$ cat src/include/gpe_map.svh
// What this block does
// port output data bytes reset to zero on any reset and read back unchanged.
// output pins drive their data bit; input pins use it for pull-up.
// direction writes never disturb a port's output data byte.
// on an input pin, data 1 enables pull-up, data 0 leaves three-state.
// each direction bit sets its pin: 1 drives output, 0 is input.
// direction clears on system reset (rst_i) but is kept through power-fail reset.
// pin level registers are read-only and show the live pin levels.
// edge-select 0 means rising edge, 1 means falling edge, per source.
// hardware sets a source flag when its selected edge is seen.
// any set flag with its enable set raises the interrupt request.
// a flag stays set until software clears it or reset occurs.
// software clears the flag before leaving its handler.
// enable bit 1 enables a source, 0 disables its request.
// flag, enable and edge-select bytes are read/write, reset to zero.
// without upper pins, software avoids writing the upper flag byte.
// interrupt pins are synchronised; each qualifying edge sets its flag once.
`ifndef GPE_MAP_SVH
`define GPE_MAP_SVH

// ----------------------------------------
// register indices, byte address = 4 * index
// ----------------------------------------
`define GPE_IDX_OUT0   5'h00
`define GPE_IDX_OUT1   5'h01
`define GPE_IDX_OUT2   5'h02
`define GPE_IDX_OUT3   5'h03
`define GPE_IDX_FLGL   5'h04
`define GPE_IDX_ENL    5'h05
`define GPE_IDX_FLGH   5'h06
`define GPE_IDX_ENH    5'h07
`define GPE_IDX_PIN0   5'h08
`define GPE_IDX_PIN1   5'h09
`define GPE_IDX_PIN2   5'h0A
`define GPE_IDX_PIN3   5'h0B
`define GPE_IDX_ESL    5'h0C
`define GPE_IDX_ESH    5'h0D
`define GPE_IDX_DIR0   5'h10
`define GPE_IDX_DIR1   5'h11
`define GPE_IDX_CLRL   5'h14
`define GPE_IDX_CLRH   5'h15

// ----------------------------------------
// reset values, bus answers and index bit position
// ----------------------------------------
`define GPE_RST_BYTE   8'h00
`define GPE_RST_16     16'h0000
`define GPE_RESP_OKAY  2'h0
`define GPE_RESP_SLV   2'h2
`define GPE_IDX_LSB    2

`endif

$ cat src/include/gpe_pkg.sv
package gpe_pkg;
    typedef logic [7:0]  gpe_byte_type;
    typedef logic [15:0] gpe_src_type;
    typedef logic [4:0]  gpe_idx_type;
endpackage

$ cat src/hw/gpe_top.sv
`timescale 1ns/100ps
`include "gpe_map.svh"

module gpe_top #(
    parameter int ADDR_W  = 7,
    parameter int N_PORTS = 4,
    parameter int N_DIR   = 2,
    parameter int N_SRC   = 16
) (
    input  wire logic                   clk_i,
    input  wire logic                   rst_i,
    input  wire logic                   pfail_rst_i,
    input  wire logic [ADDR_W-1:0]      s_axi_awaddr_i,
    input  wire logic                   s_axi_awvalid_i,
    output logic                        s_axi_awready_o,
    input  wire logic [31:0]            s_axi_wdata_i,
    input  wire logic [3:0]             s_axi_wstrb_i,
    input  wire logic                   s_axi_wvalid_i,
    output logic                        s_axi_wready_o,
    output logic [1:0]                  s_axi_bresp_o,
    output logic                        s_axi_bvalid_o,
    input  wire logic                   s_axi_bready_i,
    input  wire logic [ADDR_W-1:0]      s_axi_araddr_i,
    input  wire logic                   s_axi_arvalid_i,
    output logic                        s_axi_arready_o,
    output logic [31:0]                 s_axi_rdata_o,
    output logic [1:0]                  s_axi_rresp_o,
    output logic                        s_axi_rvalid_o,
    input  wire logic                   s_axi_rready_i,
    input  wire logic [N_PORTS*8-1:0]   pin_in_i,
    output logic [N_PORTS*8-1:0]        pin_out_o,
    output logic [N_PORTS*8-1:0]        pin_oe_n_o,
    output logic [N_PORTS*8-1:0]        pullup_en_o,
    input  wire logic [N_SRC-1:0]       irq_pin_i,
    output logic                        irq_o
);

    // ----------------------------------------
    // storage
    // ----------------------------------------
    gpe_pkg::gpe_byte_type out_data_r [N_PORTS];
    gpe_pkg::gpe_byte_type dir_r      [N_DIR];
    gpe_pkg::gpe_src_type  flag_r;
    gpe_pkg::gpe_src_type  flag_nxt;
    gpe_pkg::gpe_src_type  en_r;
    gpe_pkg::gpe_src_type  es_r;
    gpe_pkg::gpe_src_type  clr_mask;
    gpe_pkg::gpe_src_type  sync1_r;
    gpe_pkg::gpe_src_type  sync2_r;
    gpe_pkg::gpe_src_type  prev_r;
    gpe_pkg::gpe_src_type  edge_hit;

    logic                  any_rst;
    logic                  aw_got_r;
    logic                  w_got_r;
    logic                  bvalid_r;
    logic [1:0]            bresp_r;
    logic                  rvalid_r;
    logic [1:0]            rresp_r;
    logic [31:0]           rdata_r;
    gpe_pkg::gpe_idx_type  aw_idx_r;
    gpe_pkg::gpe_byte_type wbyte_r;
    logic                  wlane_r;
    logic                  wr_do;
    logic                  wr_en;
    logic                  ar_fire;
    gpe_pkg::gpe_idx_type  ar_idx;

    assign any_rst = rst_i | pfail_rst_i;

    // ----------------------------------------
    // address decode
    // ----------------------------------------
    function automatic gpe_pkg::gpe_idx_type to_idx(input logic [ADDR_W-1:0] a);
        to_idx = a[`GPE_IDX_LSB +: 5];
    endfunction

    function automatic logic is_mapped(input gpe_pkg::gpe_idx_type i);
        if (i <= `GPE_IDX_ESH) begin
            is_mapped = 1'b1;
        end else if (i == `GPE_IDX_DIR0 || i == `GPE_IDX_DIR1) begin
            is_mapped = 1'b1;
        end else if (i == `GPE_IDX_CLRL || i == `GPE_IDX_CLRH) begin
            is_mapped = 1'b1;
        end else begin
            is_mapped = 1'b0;
        end
    endfunction

    // ----------------------------------------
    // write channel
    // ----------------------------------------
    assign s_axi_awready_o = ~aw_got_r & ~bvalid_r;
    assign s_axi_wready_o  = ~w_got_r & ~bvalid_r;
    assign s_axi_bvalid_o  = bvalid_r;
    assign s_axi_bresp_o   = bresp_r;
    assign wr_do           = aw_got_r & w_got_r;
    assign wr_en           = wr_do & wlane_r & is_mapped(aw_idx_r);

    always_ff @(posedge clk_i) begin
        if (any_rst) begin
            aw_got_r <= 1'b0;
            aw_idx_r <= 5'h00;
        end else if (wr_do) begin
            aw_got_r <= 1'b0;
        end else if (s_axi_awvalid_i && s_axi_awready_o) begin
            aw_got_r <= 1'b1;
            aw_idx_r <= to_idx(s_axi_awaddr_i);
        end
    end

    always_ff @(posedge clk_i) begin
        if (any_rst) begin
            w_got_r <= 1'b0;
            wbyte_r <= `GPE_RST_BYTE;
            wlane_r <= 1'b0;
        end else if (wr_do) begin
            w_got_r <= 1'b0;
        end else if (s_axi_wvalid_i && s_axi_wready_o) begin
            w_got_r <= 1'b1;
            wbyte_r <= s_axi_wdata_i[7:0];
            wlane_r <= s_axi_wstrb_i[0];
        end
    end

    always_ff @(posedge clk_i) begin
        if (any_rst) begin
            bvalid_r <= 1'b0;
            bresp_r  <= `GPE_RESP_OKAY;
        end else if (wr_do) begin
            bvalid_r <= 1'b1;
            bresp_r  <= is_mapped(aw_idx_r) ? `GPE_RESP_OKAY : `GPE_RESP_SLV;
        end else if (s_axi_bready_i) begin
            bvalid_r <= 1'b0;
        end
    end

    // ----------------------------------------
    // read channel
    // ----------------------------------------
    assign s_axi_arready_o = ~rvalid_r;
    assign s_axi_rvalid_o  = rvalid_r;
    assign s_axi_rresp_o   = rresp_r;
    assign s_axi_rdata_o   = rdata_r;
    assign ar_fire         = s_axi_arvalid_i & ~rvalid_r;
    assign ar_idx          = to_idx(s_axi_araddr_i);

    function automatic gpe_pkg::gpe_byte_type rd_byte(input gpe_pkg::gpe_idx_type i);
        if (i == `GPE_IDX_OUT0) begin
            rd_byte = out_data_r[0];
        end else if (i == `GPE_IDX_OUT1) begin
            rd_byte = out_data_r[1];
        end else if (i == `GPE_IDX_OUT2) begin
            rd_byte = out_data_r[2];
        end else if (i == `GPE_IDX_OUT3) begin
            rd_byte = out_data_r[3];
        end else if (i == `GPE_IDX_FLGL) begin
            rd_byte = flag_r[7:0];
        end else if (i == `GPE_IDX_ENL) begin
            rd_byte = en_r[7:0];
        end else if (i == `GPE_IDX_FLGH) begin
            rd_byte = flag_r[15:8];
        end else if (i == `GPE_IDX_ENH) begin
            rd_byte = en_r[15:8];
        end else if (i == `GPE_IDX_PIN0) begin
            rd_byte = pin_in_i[7:0];
        end else if (i == `GPE_IDX_PIN1) begin
            rd_byte = pin_in_i[15:8];
        end else if (i == `GPE_IDX_PIN2) begin
            rd_byte = pin_in_i[23:16];
        end else if (i == `GPE_IDX_PIN3) begin
            rd_byte = pin_in_i[31:24];
        end else if (i == `GPE_IDX_ESL) begin
            rd_byte = es_r[7:0];
        end else if (i == `GPE_IDX_ESH) begin
            rd_byte = es_r[15:8];
        end else if (i == `GPE_IDX_DIR0) begin
            rd_byte = dir_r[0];
        end else if (i == `GPE_IDX_DIR1) begin
            rd_byte = dir_r[1];
        end else begin
            rd_byte = `GPE_RST_BYTE;
        end
    endfunction

    always_ff @(posedge clk_i) begin
        if (any_rst) begin
            rvalid_r <= 1'b0;
            rresp_r  <= `GPE_RESP_OKAY;
            rdata_r  <= 32'h00000000;
        end else if (ar_fire) begin
            rvalid_r <= 1'b1;
            rresp_r  <= is_mapped(ar_idx) ? `GPE_RESP_OKAY : `GPE_RESP_SLV;
            rdata_r  <= {24'h000000, rd_byte(ar_idx)};
        end else if (s_axi_rready_i) begin
            rvalid_r <= 1'b0;
        end
    end

    // ----------------------------------------
    // port registers and pins
    // ----------------------------------------
    genvar gp;
    generate
        for (gp = 0; gp < N_PORTS; gp++) begin : g_port
            gpe_pkg::gpe_byte_type dir_eff;
            always_ff @(posedge clk_i) begin
                if (any_rst) begin
                    out_data_r[gp] <= `GPE_RST_BYTE;
                end else if (wr_en && aw_idx_r == `GPE_IDX_OUT0 + 5'(gp)) begin
                    out_data_r[gp] <= wbyte_r;
                end
            end
            if (gp < N_DIR) begin : g_dir
                always_ff @(posedge clk_i) begin
                    if (rst_i) begin
                        dir_r[gp] <= `GPE_RST_BYTE;
                    end else if (pfail_rst_i) begin
                        dir_r[gp] <= dir_r[gp];
                    end else if (wr_en && aw_idx_r == `GPE_IDX_DIR0 + 5'(gp)) begin
                        dir_r[gp] <= wbyte_r;
                    end
                end
                assign dir_eff = dir_r[gp];
            end else begin : g_in_only
                assign dir_eff = `GPE_RST_BYTE;
            end
            assign pin_out_o[gp*8 +: 8]   = out_data_r[gp];
            assign pin_oe_n_o[gp*8 +: 8]  = ~dir_eff;
            assign pullup_en_o[gp*8 +: 8] = out_data_r[gp] & ~dir_eff;
        end
    endgenerate

    // ----------------------------------------
    // interrupt sources
    // ----------------------------------------
    always_ff @(posedge clk_i) begin
        if (any_rst) begin
            sync1_r <= `GPE_RST_16;
            sync2_r <= `GPE_RST_16;
            prev_r  <= `GPE_RST_16;
        end else begin
            sync1_r <= irq_pin_i;
            sync2_r <= sync1_r;
            prev_r  <= sync2_r;
        end
    end

    // 0 rising, 1 falling
    assign edge_hit = (~es_r & sync2_r & ~prev_r) | (es_r & ~sync2_r & prev_r);

    always_comb begin
        clr_mask = `GPE_RST_16;
        if (wr_en && aw_idx_r == `GPE_IDX_CLRL) begin
            clr_mask[7:0] = wbyte_r;
        end else if (wr_en && aw_idx_r == `GPE_IDX_CLRH) begin
            clr_mask[15:8] = wbyte_r;
        end
        flag_nxt = flag_r & ~clr_mask;
        if (wr_en && aw_idx_r == `GPE_IDX_FLGL) begin
            flag_nxt[7:0] = wbyte_r;
        end else if (wr_en && aw_idx_r == `GPE_IDX_FLGH) begin
            flag_nxt[15:8] = wbyte_r;
        end
        flag_nxt = flag_nxt | edge_hit;
    end

    always_ff @(posedge clk_i) begin
        if (any_rst) begin
            flag_r <= `GPE_RST_16;
        end else begin
            flag_r <= flag_nxt;
        end
    end

    always_ff @(posedge clk_i) begin
        if (any_rst) begin
            en_r <= `GPE_RST_16;
            es_r <= `GPE_RST_16;
        end else if (wr_en) begin
            if (aw_idx_r == `GPE_IDX_ENL) begin
                en_r[7:0] <= wbyte_r;
            end else if (aw_idx_r == `GPE_IDX_ENH) begin
                en_r[15:8] <= wbyte_r;
            end else if (aw_idx_r == `GPE_IDX_ESL) begin
                es_r[7:0] <= wbyte_r;
            end else if (aw_idx_r == `GPE_IDX_ESH) begin
                es_r[15:8] <= wbyte_r;
            end
        end
    end

    assign irq_o = |(flag_r & en_r);

    logic wr_flg_lo;
    logic wr_dir0;
    assign wr_flg_lo = wr_en && (aw_idx_r == `GPE_IDX_FLGL || aw_idx_r == `GPE_IDX_CLRL);
    assign wr_dir0   = wr_en && aw_idx_r == `GPE_IDX_DIR0;
endmodule

$ cat config.mk
export PLATFORM = sky130hd
export DESIGN_NAME = gpe_top
export DESIGN_NICKNAME = d
export VERILOG_FILES = /design/src/include/gpe_pkg.sv /design/src/hw/gpe_top.sv
export VERILOG_INCLUDE_DIRS = /design/src /design/src/include
export SDC_FILE = /design/constraint.sdc
export NUM_CORES = 1
export LEC_CHECK = 0
export ABC_AREA = 1
export CORE_ASPECT_RATIO = 0.8
export CORE_UTILIZATION = 58
export DETAILED_ROUTE_END_ITERATION = 10
export DONT_BUFFER_PORTS = 1
export HOLD_SLACK_MARGIN = 0.12
export PLACE_DENSITY = 0.76
export REMOVE_ABC_BUFFERS = 1
export SLEW_MARGIN = 20
export SYNTH_ARGS = -nofsm -noshare
export SYNTH_HDL_FRONTEND = slang
export SYNTH_SLANG_ARGS = --single-unit
$ cat constraint.sdc
create_clock -name clk_i -period 2.4 [get_ports clk_i]
set_clock_uncertainty 0.1 [all_clocks]
set_input_delay 0.48 -clock clk_i [delete_from_list [all_inputs] [get_ports clk_i]]
set_output_delay 0.48 -clock clk_i [all_outputs]
set_load 0.03 [all_outputs]
Yosys cells after proc, flatten, opt, wreduce, memory -nomap -nowiden
Memory sizes are Yosys's and may differ from the RTL's.
Index checks and enable logic that the tools add are counted.
- reduce and logical (&&, ||, !) cells: 28
- muxes and demuxes: 73
- bitwise gates (word level): 39
- $lt $le $gt $ge: 2
- add/sub/neg operators: 0
- multiply operators: 0
- shift operators: 0
- equal/unequal tests: 30
- div/mod/pow operators: 0
- operators by type and width (cell ; count):
    8-bit 2-to-1 mux ; 30
    16-bit AND ; 6
    16-bit NOT ; 4
    1-bit 2-to-1 mux ; 41
    5-bit by 3-bit equality test with 1-bit output (second input constant) ; 8
    5-bit by 4-bit equality test with 1-bit output (second input constant) ; 8
    5-bit equality test (second input constant) ; 8
    16-bit OR ; 2
    5-bit by 2-bit equality test with 1-bit output (second input constant) ; 4
    8-bit AND ; 2
    8-bit NOT ; 2
    16-bit OR reduction ; 1
    1-bit logical AND ; 12
    5-bit by 1-bit equality test with 1-bit output (second input constant) ; 2
    5-bit by 4-bit less-or-equal comparator with 1-bit output (second input constant) ; 2
    5-bit logical NOT ; 2
    1-bit OR ; 9
    1-bit NOT ; 8
    1-bit AND ; 6
    2-bit AND reduction ; 3
    5-bit AND reduction ; 1
    1-bit logical OR ; 4
    2-bit 2-to-1 mux ; 2
    4-bit AND reduction ; 1
    other kinds (3) ; 4
- ROM bits: 0
- latch bits: 0
- logic and storage cells: 192
- input bits: 106
- output and inout port bits: 138
- memories kept: 2
- flip-flop bits (word level): 126
- bits in writable memories: 48
- memories (name ; words ; bits a word ; rd ports ; clocked after Yosys merged registers in ; write ports ; RTL line ; text):
    out_data_r ; 4 ; 8 ; 4 ; 0 ; 4 ; gpe_top.sv:41 ; gpe_pkg::gpe_byte_type out_data_r [N_PORTS];
    dir_r ; 2 ; 8 ; 2 ; 0 ; 2 ; gpe_top.sv:42 ; gpe_pkg::gpe_byte_type dir_r [N_DIR];

Depth between registers and ports, before layout
Gate-level depths: netlist (run 1).
- depth after elaboration: 17
- mapped depth: 15
- mapped depth without buffers: 15

Least setup slack after synthesis (run 1)
No wires, ideal clock.
- path type: register to register
- start: reg aw_idx_r[2]
- end: mem out_data_r[0][0] (netlist name) (enable)
- path buffers: 0
- arrival: 2.038 ns
- stages on the path, launching flop included: 13
- clock period less this slack: 2.512 ns
- path slack: -0.112 ns
- required time: 1.926 ns
- cells stage by stage: dfxtp_1 -> inv_2 -> nor2_4 -> nand2_1 -> nor2_1 -> nor2_1 -> nand3_2 -> nand3_4 -> nor2_8 -> inv_2 -> nor2_8 -> inv_2 -> o21ai_1
- RTL lines (element ; RTL line ; text):
    from (decl) ; gpe_top.sv:61 ; gpe_pkg::gpe_idx_type aw_idx_r;
    from (signal assigned) ; gpe_top.sv:108 ; aw_idx_r <= to_idx(s_axi_awaddr_i);
    to (decl) ; gpe_top.sv:41 ;

Worst setup path after layout (run 1)
- start: reg flag_r[14]
- end: out irq_o
- cells in the longest elaborated chain, start to end: 2
- ends and longest elaborated chain (element ; RTL line ; text):
    from (decl) ; gpe_top.sv:43 ; gpe_pkg::gpe_src_type flag_r;
    from (signal assigned) ; gpe_top.sv:270 ; flag_r <= `GPE_RST_16;
    from (signal assigned) ; gpe_top.sv:272 ; flag_r <= flag_nxt;
    16-bit AND ; gpe_top.sv:293 ; assign irq_o = |(flag_r & en_r);
    16-bit OR reduction ; gpe_top.sv:293 ;
    to (decl) ; gpe_top.sv:35 ; output logic irq_o
Every way passes these cells.

==> results of run 1 <==
through the flow:
step,instances,setup TNS [ps]
after floorplan,1025,-150740
after global placement,1240,0
after detailed placement,1240,0
after CTS,1290,0
after global routing,1291,-482.8
final,1291,0
final cells by class:
class                           count  area (um^2)  share of cell area, %
Tap cell                          180        225.2                  2.426
Clock inverter                     14        140.1                  1.509
Clock buffer                       18        450.4                  4.852
Inverter                          184        690.7                  7.439
Sequential cell                   172         3930                  42.33
Multi-Input combinational cell    669         3390                  36.51
Timing Repair Buffer               54        457.9                  4.933
worst min path at each step:
stage,to,cells after the start
after detailed placement,sync2_r[6]$_SDFF_PP0_,2
after global routing,aw_idx_r[0]$_SDFFE_PP0P_,2
final,aw_idx_r[0]$_SDFFE_PP0P_,2
after global placement,sync2_r[5]$_SDFF_PP0_,2
after floorplan,sync2_r[0]$_SDFF_PP0_,2
after CTS,aw_idx_r[0]$_SDFFE_PP0P_,2
synthesized netlist by cell type:
cell type                   number
sky130_fd_sc_hd__nand3_2         2
sky130_fd_sc_hd__o21ai_1         8
sky130_fd_sc_hd__nor2_4          2
sky130_fd_sc_hd__or2_2           2
sky130_fd_sc_hd__nand2_1       161
sky130_fd_sc_hd__clkbuf_1       18
sky130_fd_sc_hd__dfxtp_1       124
sky130_fd_sc_hd__nand3_4         7
sky130_fd_sc_hd__nor2_8          2
sky130_fd_sc_hd__inv_2           7
sky130_fd_sc_hd__inv_1         169
sky130_fd_sc_hd__edfxtp_1       48
sky130_fd_sc_hd__buf_2           3
sky130_fd_sc_hd__buf_6           1
sky130_fd_sc_hd__o21ai_0        52
sky130_fd_sc_hd__a21oi_1        57
sky130_fd_sc_hd__o211ai_1       16
sky130_fd_sc_hd__nand4_1        36
sky130_fd_sc_hd__clkinv_1        8
sky130_fd_sc_hd__a41oi_2        16
sky130_fd_sc_hd__o22ai_1         2
sky130_fd_sc_hd__o21a_1          1
sky130_fd_sc_hd__nand4_2         2
sky130_fd_sc_hd__buf_4          58
sky130_fd_sc_hd__nand3_1        37
sky130_fd_sc_hd__a2111oi_0       1
sky130_fd_sc_hd__nand4_4         1
sky130_fd_sc_hd__a211oi_2        8
sky130_fd_sc_hd__nor3_1          2
sky130_fd_sc_hd__nor2_2          1
sky130_fd_sc_hd__nor2_1        210
sky130_fd_sc_hd__conb_1          2
sky130_fd_sc_hd__o2111ai_1       1
repair_timing:
action,in CTS,in global routing
setup buffers,0,1
pin swaps,2,4
endpoints found under the setup margin,1,86
gates resized for setup,3,12
hold buffers,18,0
hold endpoints to repair,18,0
report_power, final:
group / switching, mW / internal (mW) / total (mW)
sequential: 0.137 / 3.05 / 3.19
clock: 1.16 / 1.59 / 2.75
combinational: 0.379 / 0.113 / 0.492
metal layers:
layer | vias to the layer above | wire length, um | GRT usage, % | share of wire (%)
met5 | - | 0 | 0 | 0
met3 | 39 | 2016 | 7.624 | 9.4
li1 | 3398 | - | - | -
met1 | 3172 | 8971 | 38.82 | 42
met4 | 0 | 499 | 12.22 | 2.3
met2 | 341 | 9906 | 46.88 | 46
worst max-delay path, delay by kind of cell (launching register included):
| family | cells | cell delay, ps |
|---|---|---|
| buffers and inverters | 1 | 180 |
| AO/OA/AOI/OAI | 2 | 540 |
| AND/OR/NAND/NOR | 2 | 260 |
| flip-flops | 1 | 340 |
flip-flops by register name, summed over array words and instances (netlist names):
name,count
out_data_r,32
sync1_r,16
s_axi_rdata_o,8
s_axi_rvalid_o,1
en_r,16
w_got_r,1
wlane_r,1
wbyte_r,8
s_axi_rresp_o,1
sync2_r,16
s_axi_bresp_o,1
prev_r,16
dir_r,16
es_r,16
aw_got_r,1
flag_r,16
aw_idx_r,5
s_axi_bvalid_o,1
cells by family (layout without fill, tap and decap cells):
logic type,Yosys count,in the layout
AND/OR/NAND/NOR,465,465
buffers and inverters,264,270
flip-flops,172,172
AO/OA/AOI/OAI,162,162
other,2,42
==> results.txt, run 1 <==
The detailed-route via count came out at 6,950. The most critical setup path has its endpoint at irq_o. The filler cells instantiated in the layout total 1,182. The shortest clock period the worst path allows after layout is 2342 ps. The timing-limited maximum frequency is 0.4270 GHz.

Among all stages on the critical path, the largest delay is contributed by sky130_fd_sc_hd__a2111oi_4. The number of DRC markers in iteration 0 is 791. Sorting the synthesized cells by area gives the leading types as sky130_fd_sc_hd__dfxtp_1 (30%), sky130_fd_sc_hd__edfxtp_1 (17%), sky130_fd_sc_hd__nor2_1 (9.5%), sky130_fd_sc_hd__inv_1 (7.6%), sky130_fd_sc_hd__nand2_1 (7.2%). The setup path with the least slack is of type flip-flop to primary output. The quantity of I/O buffers inserted on ports came out at 0. The final layout contains 1,204 nets. The arrival time at the worst endpoint is 1760 ps. Counting cells, the worst reg-to-reg path comes to 12. The number of buffers created by CTS came out at 17. Yosys printed 0 warnings.

The worst hold slack is 123.6 ps. The power density of the placed cells is 692.7 nW/um^2. The proportion of synthesized area in mux cells came out at 0%. The placer congestion estimate came out at 0.9551. The required time at the worst-slack endpoint came out at 1820 ps.

The final design utilization came out at 67.33%. The maximum number of buffers from clock root to sink is 2. The number of antenna violations at the first check in global routing came to 0. The synthesized-area fraction occupied by adder cells came out at 0%. Max-cap violations in this run came to 0. In the synthesized netlist, the number of instances is 1,065.

The flow ran to the end, and the final reports show no timing, DRC or antenna violations. The simple-gate area share of the yosys netlist came out at 24.98%. Clock-pin slew was measured on the worst setup and hold paths at 70 ps. For this configuration, the core starts out at a cell density of 60.47%.

The antenna cell count is 0. The startpoint identified for the worst register-to-register timing path is aw_idx_r[3]$_SDFFE_PP0P_. The buffer cell driving the clock tree root is sky130_fd_sc_hd__clkbuf_16.

Summed over all cells, the static leakage comes to 3.553 nW. After detailed routing, the number of remaining DRC violations is 0. At the pin with the least slew margin, the transition time is 661.0 ps. The worst hold path begins at s_axi_awaddr_i[2].

The delay contributed by the slowest stage of the critical path is 350 ps. STA classifies the critical path endpoint as a primary output. The count of different cell masters after synthesis is 33. The share of the yosys chip area belonging to registers came out at 47.06%. Leaving out fill and tap cells, the most frequent cells in the layout are sky130_fd_sc_hd__nor2_1 (208), sky130_fd_sc_hd__inv_1 (168), sky130_fd_sc_hd__nand2_1 (161). The die is 136.1 um wide.

The compound-gate portion of the synthesized area came out at 13.24%. The clock sink total came out at 172. The area share of the largest cell type after synthesis is 29.77%. Leaving out fill and tap cells, the most frequent cell in the layout is sky130_fd_sc_hd__nor2_1. The most critical setup path has its startpoint at flag_r[14]$_SDFF_PP0_.

The die footprint is 14,860 um^2. The flip-flop and latch count after synthesis is 172. Setup slack on the critical path of the routed design comes to 58.03 ps. The total power after layout is 6.431 mW. The final cycle utilization of the critical path came out at 97.58%.

The slack of the worst reg-to-reg path came out at 120 ps. Dividing the detail-routed wire length by the instance count gives 16.57 um. The post-route netlist has 11.70% of its cells at a drive strength greater than 1. In this run the tightest slew margin relative to its limit is 55.82%.

The global-route usage over all layers came out at 29.71%. Timing analysis after detailed placement gives a worst setup slack of 43.45 ps. The via count of the first global-routing pass is 6,334. The kind of path behind the tightest hold check is input port to flip-flop. In this run the critical register-to-register path is captured at out_data_r[3][6]$_SDFFCE_PN0P_. After detailed placement, the total cell area comes to 8454 um^2. The final hold violation count came out at 0. TritonCTS built the clock tree. The average via count per standard cell is 5.383. The number of iterations in the first detailed-routing pass came out at 5. The final number of setup-violating endpoints came out at 0. The area of all placed cells without fillers is 9284 um^2. The placement row count is 38.

In this run the remaining antenna-violating nets after routing total 0. The total overflow reported by the global router is 0. The number of I/O pins came out at 244. After synthesis the cells add up to 8338 um^2.

The share of the synthesized netlist area taken by xor and xnor gates is 0%. From synthesis to final layout, the design area changed by 11.34%. The post-synthesis average cell area is 7.829 um^2. The CTS H-tree depth came out at 4. Detailed placement ended at an HPWL of 15,630 um. The placeable core region is 13,790 um^2. Entering global routing, the biggest net connects 46 pins.

In this run the vertical extent of the chip is 109.2 um. The type of element launching the critical path is a flip-flop. The first global-routing pass estimated 32,690 um of wire. The aggregate routed wire length came out at 21,390 um. By area, the combinational part of the netlist is dominated by simple AND/OR/NAND/NOR gates.

Summed over all instances, the cell type with the most area after synthesis is sky130_fd_sc_hd__dfxtp_1. The clock latency on the worst-skew pair is 440 ps. Walking the worst path, the cells encountered are nand2_1 > nand4_1 > a2111oi_4 > o2111ai_2 > buf_6. In this run the worst path has a maximum fanout of 3. The number of max-slew violations in the final report is 0. The worst-case IR drop observed on VDD is 0.6923 mV.
No activity file was read; power rests on OpenSTA's default activity.
==> run 2, diff against run 1 <==
Settings changed: ABC_AREA 1 to not set.
==> run 2 against run 1 <==
Compared with the run above: the run now ends with DRC left; flip-flop and latch count stayed put; first-iteration DRC count is 17% higher; clock power hardly changed; sequential power hardly changed; area after synthesis is 3.2% higher; via count is 4.7% higher; global-route usage is 3.5 points higher; critical path depth is 2 lower; design area is 2.5% higher; clock-buffer cell count is 3 higher; worst hold slack better by 9.2 ps; largest power group unchanged; highest routed layer unchanged.
==> results.txt, run 2 <==
The flow ran to the end, but the final reports show violations. The final reports fail on DRC. The global routing's busiest layer is met2. Row generation in the floorplan step produced 39 rows.

The worst setup path category is flip-flop to primary output. The critical path starts at flag_r[14]$_SDFF_PP0_. The synthesized design spends more area on one cell type than any other, namely sky130_fd_sc_hd__dfxtp_1.

The final design utilization is 66.11%. The post-route antenna net violation count is 0. The wire-length estimate of the detail-placed layout is 17,890 um. The number of max-slew violations in the final report is 0. The net switching fraction of the power is 26.50%.

The count of different cell masters after synthesis is 66. Once the floorplan was initialized, standard cells occupied 59.75% of the core. The detailed-route via count came out at 7,277. The register with the most flip-flops in the layout has 32 of them. The number of cells traversed by the worst register-to-register path came out at 7. The fraction of met1 tracks used by global routing came out at 46.04%.

By area the synthesized netlist is led by sky130_fd_sc_hd__dfxtp_1 (29%), sky130_fd_sc_hd__edfxtp_1 (17%), sky130_fd_sc_hd__and2_1 (7.4%), sky130_fd_sc_hd__buf_4 (5.7%), sky130_fd_sc_hd__nand2_1 (4.9%). Yosys instantiated no cell more often than sky130_fd_sc_hd__dfxtp_1. The area growth from synthesis to layout came out at 10.65%. In the layout the commonest cells are sky130_fd_sc_hd__dfxtp_1 (124), sky130_fd_sc_hd__nand2_1 (113), sky130_fd_sc_hd__and2_1 (102). The clock passes through at most 2 buffers. The clock latency on the worst-skew pair came out at 430 ps. The CTS tree is done.

Across every metal layer, demand over resource in global routing totals 33.22%. The commonest non-fill, non-tap cell in the layout is sky130_fd_sc_hd__dfxtp_1. STA classifies the critical path startpoint as a flip-flop. The net count reported at finish is 1,104. The via count of the first global-routing pass is 6,716. The static leakage power came out at 3.483 nW. In this run the power spent charging and discharging nets is 1.734 mW. The quantity of I/O buffers inserted on ports is 0. The pin count of the biggest net entering global routing is 71.

Setup repair after global routing left no endpoint under its margin. The die height is 110.9 um. The number of I/O pins is 244. The maximum resistive drop on vdd is 0.5144 mV. The design internal power came out at 4.809 mW. The first-pass GRT wire length is 38,320 um. The post-synthesis instance area came out at 8601 um^2. In this run the most critical hold path is launched from s_axi_rready_i. The buffer cell driving the clock tree root is sky130_fd_sc_hd__clkbuf_16. The number of iterations in the first detailed-routing pass came out at 9. Global routing consumed, on the met2 layer, 49.18% of the routing resources. The part of the power in registers is 48.8%. The arrival time at the worst endpoint came out at 1760 ps. The total overflow reported by the global router came out at 0. Among all flip-flop cells after synthesis, the most frequent one is sky130_fd_sc_hd__dfxtp_1. The slack of the worst reg-to-reg path came out at 260 ps.

The cell count after synthesis came out at 980. Summing all multi-input logic gate instances after layout gives 4029 um^2. The placeable core region came out at 14,400 um^2.

The final cycle utilization of the critical path came out at 97.43%. In the final routed layout, each cell accounts on average for 21.07 um. Counting instances in the post-synthesis netlist gives the leading cell types as sky130_fd_sc_hd__dfxtp_1 (124), sky130_fd_sc_hd__nand2_1 (113), sky130_fd_sc_hd__and2_1 (102).

The worst-margin pin slew is 860.0 ps. The total setup buffers inserted after CTS came out at 0. The worst setup path is captured at a primary output. The post-cts repair resize count is 0. The tool flagged a number of max-cap violations equal to 0. Cells with a size suffix above 1 make up 9.594% of the layout. The timing-limited maximum frequency came out at 0.4276 GHz. The sequential cells in the finished layout cover a total of 3924 um^2. The worst hold path belongs to the class input port to flip-flop.

The number of flops mapped to enable cells by yosys is 48. The filler cells instantiated in the layout total 1,165. More flip-flops sit in one register than any other, and that register is out_data_r. The clock sink total came out at 172. The met3 layer usage reported by global route is 9.719%. In this run, the combinational gates consume 8.8% of the power.

Adding up every negative setup slack in the final design gives 0 ps. The width of the chip is 138.1 um. The capture instance of the worst register-to-register path is en_r[11]$_SDFFE_PP0P_.

The critical path ends at irq_o. The H-tree generated during clock tree synthesis spans 4 levels. In this run the biggest area consumer among cell types represents 28.86% of the synthesized area. The power density of the placed cells is 687.5 nW/um^2. The relative slew slack came out at 42.59%.

The final routed DRC violation total is 40. Buffers inserted during clock tree synthesis total 17. The clock share of power came out at 42.4%. The congestion estimate from routability-driven global placement came to 0.9589.

The fraction of registers with async set or reset after synthesis came out at 0%. The number of antenna violations at the first check in global routing came out at 1. Setup violations remaining at the end of the flow were counted as 0. The clock transition time at the flip-flop clock pins of the worst setup and hold paths is 70 ps. The shortest clock period the worst path allows after layout came out at 2338 ps. The share of the yosys chip area belonging to registers came out at 45.62%.

The maximum fanout encountered on the critical timing path is 3. The average via count per standard cell is 6.084. The post-synthesis average cell area is 8.776 um^2. The floorplan step defined a die boundary enclosing 15,320 um^2. The final hold violation count is 0. The number of synthesis warnings is 0.

The required time at the worst-slack endpoint is 1820 ps. After the first detailed-routing iteration, the DRC count stood at 929. The flip-flop and latch count after synthesis is 172. The aggregate routed wire length is 25,200 um. In this run the critical register-to-register path is launched from w_got_r$_SDFFE_PP0P_.
[run 2: cell count changes after synthesis, sizes merged, moves of 16 or more]
cell / before / now
nor2b: 0 / 27
nand3: 46 / 29
nand2: 161 / 113
a21oi: 57 / 81
nor2: 215 / 77
inv: 176 / 28
and2: 0 / 102
mux2i: 0 / 29
nand4: 39 / 4
a41oi: 16 / 0
buf: 62 / 82
[run 2: per-layer routing]
layer | wire [um] | vias to the layer above | part of all wire, %
met4 | 710 | 0 | 2.8
met2 | 10930 | 435 | 43
met3 | 2924 | 62 | 12
met5 | 0 | - | 0
met1 | 10630 | 3448 | 42
li1 | - | 3332 | -
[run 2: worst max-delay path, cell delays in order (launching register included)]
cell and delay, ps:
sky130_fd_sc_hd__dfxtp_1 360, sky130_fd_sc_hd__a22o_1 240, sky130_fd_sc_hd__a221oi_1 290, sky130_fd_sc_hd__nand4_1 430
[run 2: cells by family after synthesis]
family	after synthesis	share of synthesized area [%]
compound gates	226	16.26
mux	36	4.291
buf+inv	140	9.369
flops	172	45.62
simple gates	404	24.37
other cells	2	0.08732
[run 2: timing repair]
item / CTS / global route
endpoints found under the hold margin: 32 / 0
hold buffers: 32 / 0
endpoints found under the setup margin: 0 / 0
[run 2: through the flow]
| step | hold slack, ps | area [um^2] | instances | total power, mW | setup WS (ps) |
|---|---|---|---|---|---|
| final | 132.8 | 9517 | 1196 | 6.542 | 61.57 |
| after detailed placement | 310.5 | 8593 | 1131 | 3.774 | 296.8 |
| after global placement | 309.6 | 8593 | 1131 | 3.768 | 327.5 |
| after floorplan | 305.7 | 8050 | 908 | 3.608 | -650.9 |
| after global routing | 131.2 | 9517 | 1196 | 6.719 | 11.75 |
| after CTS | 120.0 | 9514 | 1195 | 6.542 | 57.17 |
[run 2: worst min-delay path by stage]
| stage | end | slack (ps) | depth (start not counted) |
|---|---|---|---|
| floorplan | sync2_r[0]$_SDFF_PP0_ | 310 | 1 |
| global placement | sync2_r[3]$_SDFF_PP0_ | 310 | 1 |
| detailed placement | sync2_r[0]$_SDFF_PP0_ | 310 | 1 |
| CTS | s_axi_rresp_o[1]$_SDFFE_PP0P_ | 120 | 2 |
| global route | s_axi_rresp_o[1]$_SDFFE_PP0P_ | 130 | 2 |
| finish | s_axi_rvalid_o$_SDFFE_PP0P_ | 130 | 2 |
[run 2: power groups by stage]
stage               combinational [mW]  sequential [mW]  clock, mW
global placement                 0.516             3.25          0
global route                     0.610             3.20       2.91
floorplan                        0.368             3.24          0
finish                           0.573             3.19       2.78
CTS                              0.563             3.19       2.79
detailed placement               0.520             3.25          0
[run 2: cell type report]
cell class / instances / area share (%)
Timing Repair Buffer: 71 / 6.574
Clock buffer: 21 / 5.062
Multi-Input combinational cell: 708 / 42.33
Sequential cell: 172 / 41.23
Antenna cell: 1 / 0.02630
Clock inverter: 11 / 1.249
Inverter: 28 / 1.104
Tap cell: 184 / 2.419
==> run 3, diff against run 2 <==
Settings changed: CORE_MARGIN set to 2, CORE_UTILIZATION 58 to 40, PLACE_DENSITY 0.76 to not set.
==> run 3 against run 2 <==
Compared with the run above: the run now ends clean; flip-flop and latch count is the same; sequential share of layout area shrank 0.36 points; die area grew 48%; non-clock buffer count grew 5; critical path depth is the same; via count shrank 2.6%; largest power group unchanged.
==> results.txt, run 3 (same netlist as run 2, synthesis figures left out) <==
The run finished with clean final reports. The library cell used most frequently in the layout, excluding fill and tap cells, is sky130_fd_sc_hd__dfxtp_1. STA puts the critical path data required time at 1820 ps. The final worst slack came out at 117.0 ps.

The worst hold path begins at s_axi_araddr_i[5]. The fraction of layout cells with a size suffix above 1 is 10.25%. The global-route usage over all layers came out at 23.86%. The via count of the first global-routing pass came to 6,572. The arrival time at the worst endpoint is 1700 ps. The average via count per standard cell is 5.521.

The final number of setup-violating endpoints is 0. The endpoint identified for the worst register-to-register timing path is flag_r[3]$_SDFF_PP0_. The number of max-slew violations in the final report came out at 0. Port buffering added 0 buffers. The antenna cell count came out at 0.

Timing analysis after detailed placement gives a worst setup slack of 285.1 ps. The cell area reported after detailed placement came out at 8732 um^2. The final standard cell count with taps included and fillers excluded came out at 1,284. The clock sink total is 172. The maximum fanout encountered on the critical timing path came out at 3. The signal on the critical path passes through a22o_1 > a221oi_1 > nand4_1.

The H-tree generated during clock tree synthesis spans 4 levels. The clock transition time at the flip-flop clock pins of the worst setup and hold paths came out at 70 ps. The first detailed-routing pass took 5 iterations. The detailed-route via count is 7,089.

At the end of the flow, the number of nets in the layout was 1,109. The number of buffers and inverters on the critical path is 0. The maximum resistive drop on vdd came out at 0.3359 mV. The tool flagged a number of max-cap violations equal to 0. Cells fill 45.99% of the core in the end. The number of filler instances in the final layout is 2,062. The floorplan step defined a core boundary enclosing 20,880 um^2. The first-pass GRT wire length came out at 40,450 um.

The register with the most flip-flops in the layout has 32 of them. The die is 135.2 um tall. The slowest stage of the critical path is the sky130_fd_sc_hd__nand4_1 cell. The clock latency on the worst-skew pair came out at 430 ps. The detail-routed net length per standard cell came out at 21.08 um. The die footprint came out at 22,700 um^2. The power density of the placed cells came out at 660.4 nW/um^2. The worst setup path category is flip-flop to primary output.

The library cells used most frequently in the layout, excluding fill and tap cells, are sky130_fd_sc_hd__dfxtp_1 (124), sky130_fd_sc_hd__nand2_1 (112), sky130_fd_sc_hd__and2_1 (102). The static leakage power came out at 3.479 nW. The number of I/O pins is 244. Setup repair after global routing left no endpoint under its margin. The area growth from synthesis to layout came out at 11.62%. The floorplan has 47 rows. The final cycle utilization of the critical path came out at 95.12%. The min-delay analysis places its worst path in the category input port to flip-flop.

The family of cells with the greatest summed delay on the critical path is compound AO/OA/AOI/OAI gates. Buffers added to address setup during post-CTS repair amount to 0. The shortest clock period the worst path allows after layout is 2283 ps. The number of DRC markers in iteration 0 came out at 836.

The register bank with the most flops is out_data_r. The worst-margin pin slew came out at 883.3 ps. The aggregate routed wire length came out at 27,070 um. STA classifies the critical path endpoint as a primary output. The relative slew slack is 41.03%.

The worst register-to-register path has a setup slack of 350 ps. The placer congestion estimate is 0.9583. The number of cells traversed by the worst register-to-register path came out at 6.

The total overflow reported by the global router came out at 0. The initial core utilization came out at 41.20%. The post-route antenna net violation count is 0. The worst setup path is launched from a flip-flop.

The cell depth of the worst min-delay path came out at 2. The area of all placed cells without fillers is 9600 um^2. The endpoint of the worst hold path is s_axi_rresp_o[1]$_SDFFE_PP0P_. The setup total negative slack is 0 ps. The delay contributed by the slowest stage of the critical path is 430 ps. The buffer cell driving the clock tree root is sky130_fd_sc_hd__clkbuf_16. The final hold violation count is 0. The worst hold slack is 130.9 ps. The number of cells in the design after placement is 1,222.

The width of the chip is 167.9 um. The number of antenna violations at the first check in global routing was 0. The clock passes through at most 2 buffers. In this run, CTS created clock tree buffers numbering 17.

Total power for the finished layout comes to 6.340 mW. The timing-limited maximum frequency is 0.4380 GHz. The CTS tree is done. The final routed DRC violation total is 0. In this run the critical register-to-register path is launched from w_got_r$_SDFFE_PP0P_. The pin count of the biggest net entering global routing is 71. The HPWL reported at the end of detailed placement is 20,010 um.
run 3: routing by layer:
layer  vias to the layer above  track usage (%)  part of all wire [%]
met4                         0            7.053                   1.9
met5                         -                0                     0
li1                       3340                -                     -
met1                      3343            35.43                    46
met2                       370            34.96                    42
met3                        36            4.820                   9.8
run 3: how the worst max path moves through the flow:
stage	start	endpoint	slack, ps	cells past startpoint
final	en_r[15]$_SDFFE_PP0P_	irq_o	120	3
after global routing	en_r[5]$_SDFFE_PP0P_	irq_o	30	3
after CTS	flag_r[14]$_SDFF_PP0_	irq_o	30	3
after detailed placement	w_got_r$_SDFFE_PP0P_	flag_r[3]$_SDFF_PP0_	290	6
after global placement	w_got_r$_SDFFE_PP0P_	flag_r[3]$_SDFF_PP0_	310	6
after floorplan	rst_i	out_data_r[1][0]$_SDFFCE_PN0P_	-650	2
run 3: cell type report:
type	instances	area [um^2]	area share (%)
multi-input cells	708	4044	42.12
flip-flops and latches	172	3924	40.87
repair buffers	76	648.1	6.751
clock buffers	19	452.9	4.718
well taps	269	336.6	3.506
inverters	28	105.1	1.095
clock inverters	12	90.09	0.9384
run 3: timing repair:
item	4_1_cts	5_1_grt
hold buffers	31	0
gates resized for setup	0	3
endpoints found under the hold margin	31	0
endpoints found under the setup margin	0	5
run 3: power by group:
group | total (mW) | switching (mW) | internal (mW) | leakage, nW
Sequential | 3.19 | 0.144 | 3.05 | 1.53
Combinational | 0.585 | 0.399 | 0.186 | 1.68
Clock | 2.56 | 1.18 | 1.39 | 0.275
Total | 6.34 | 1.72 | 4.62 | 3.48
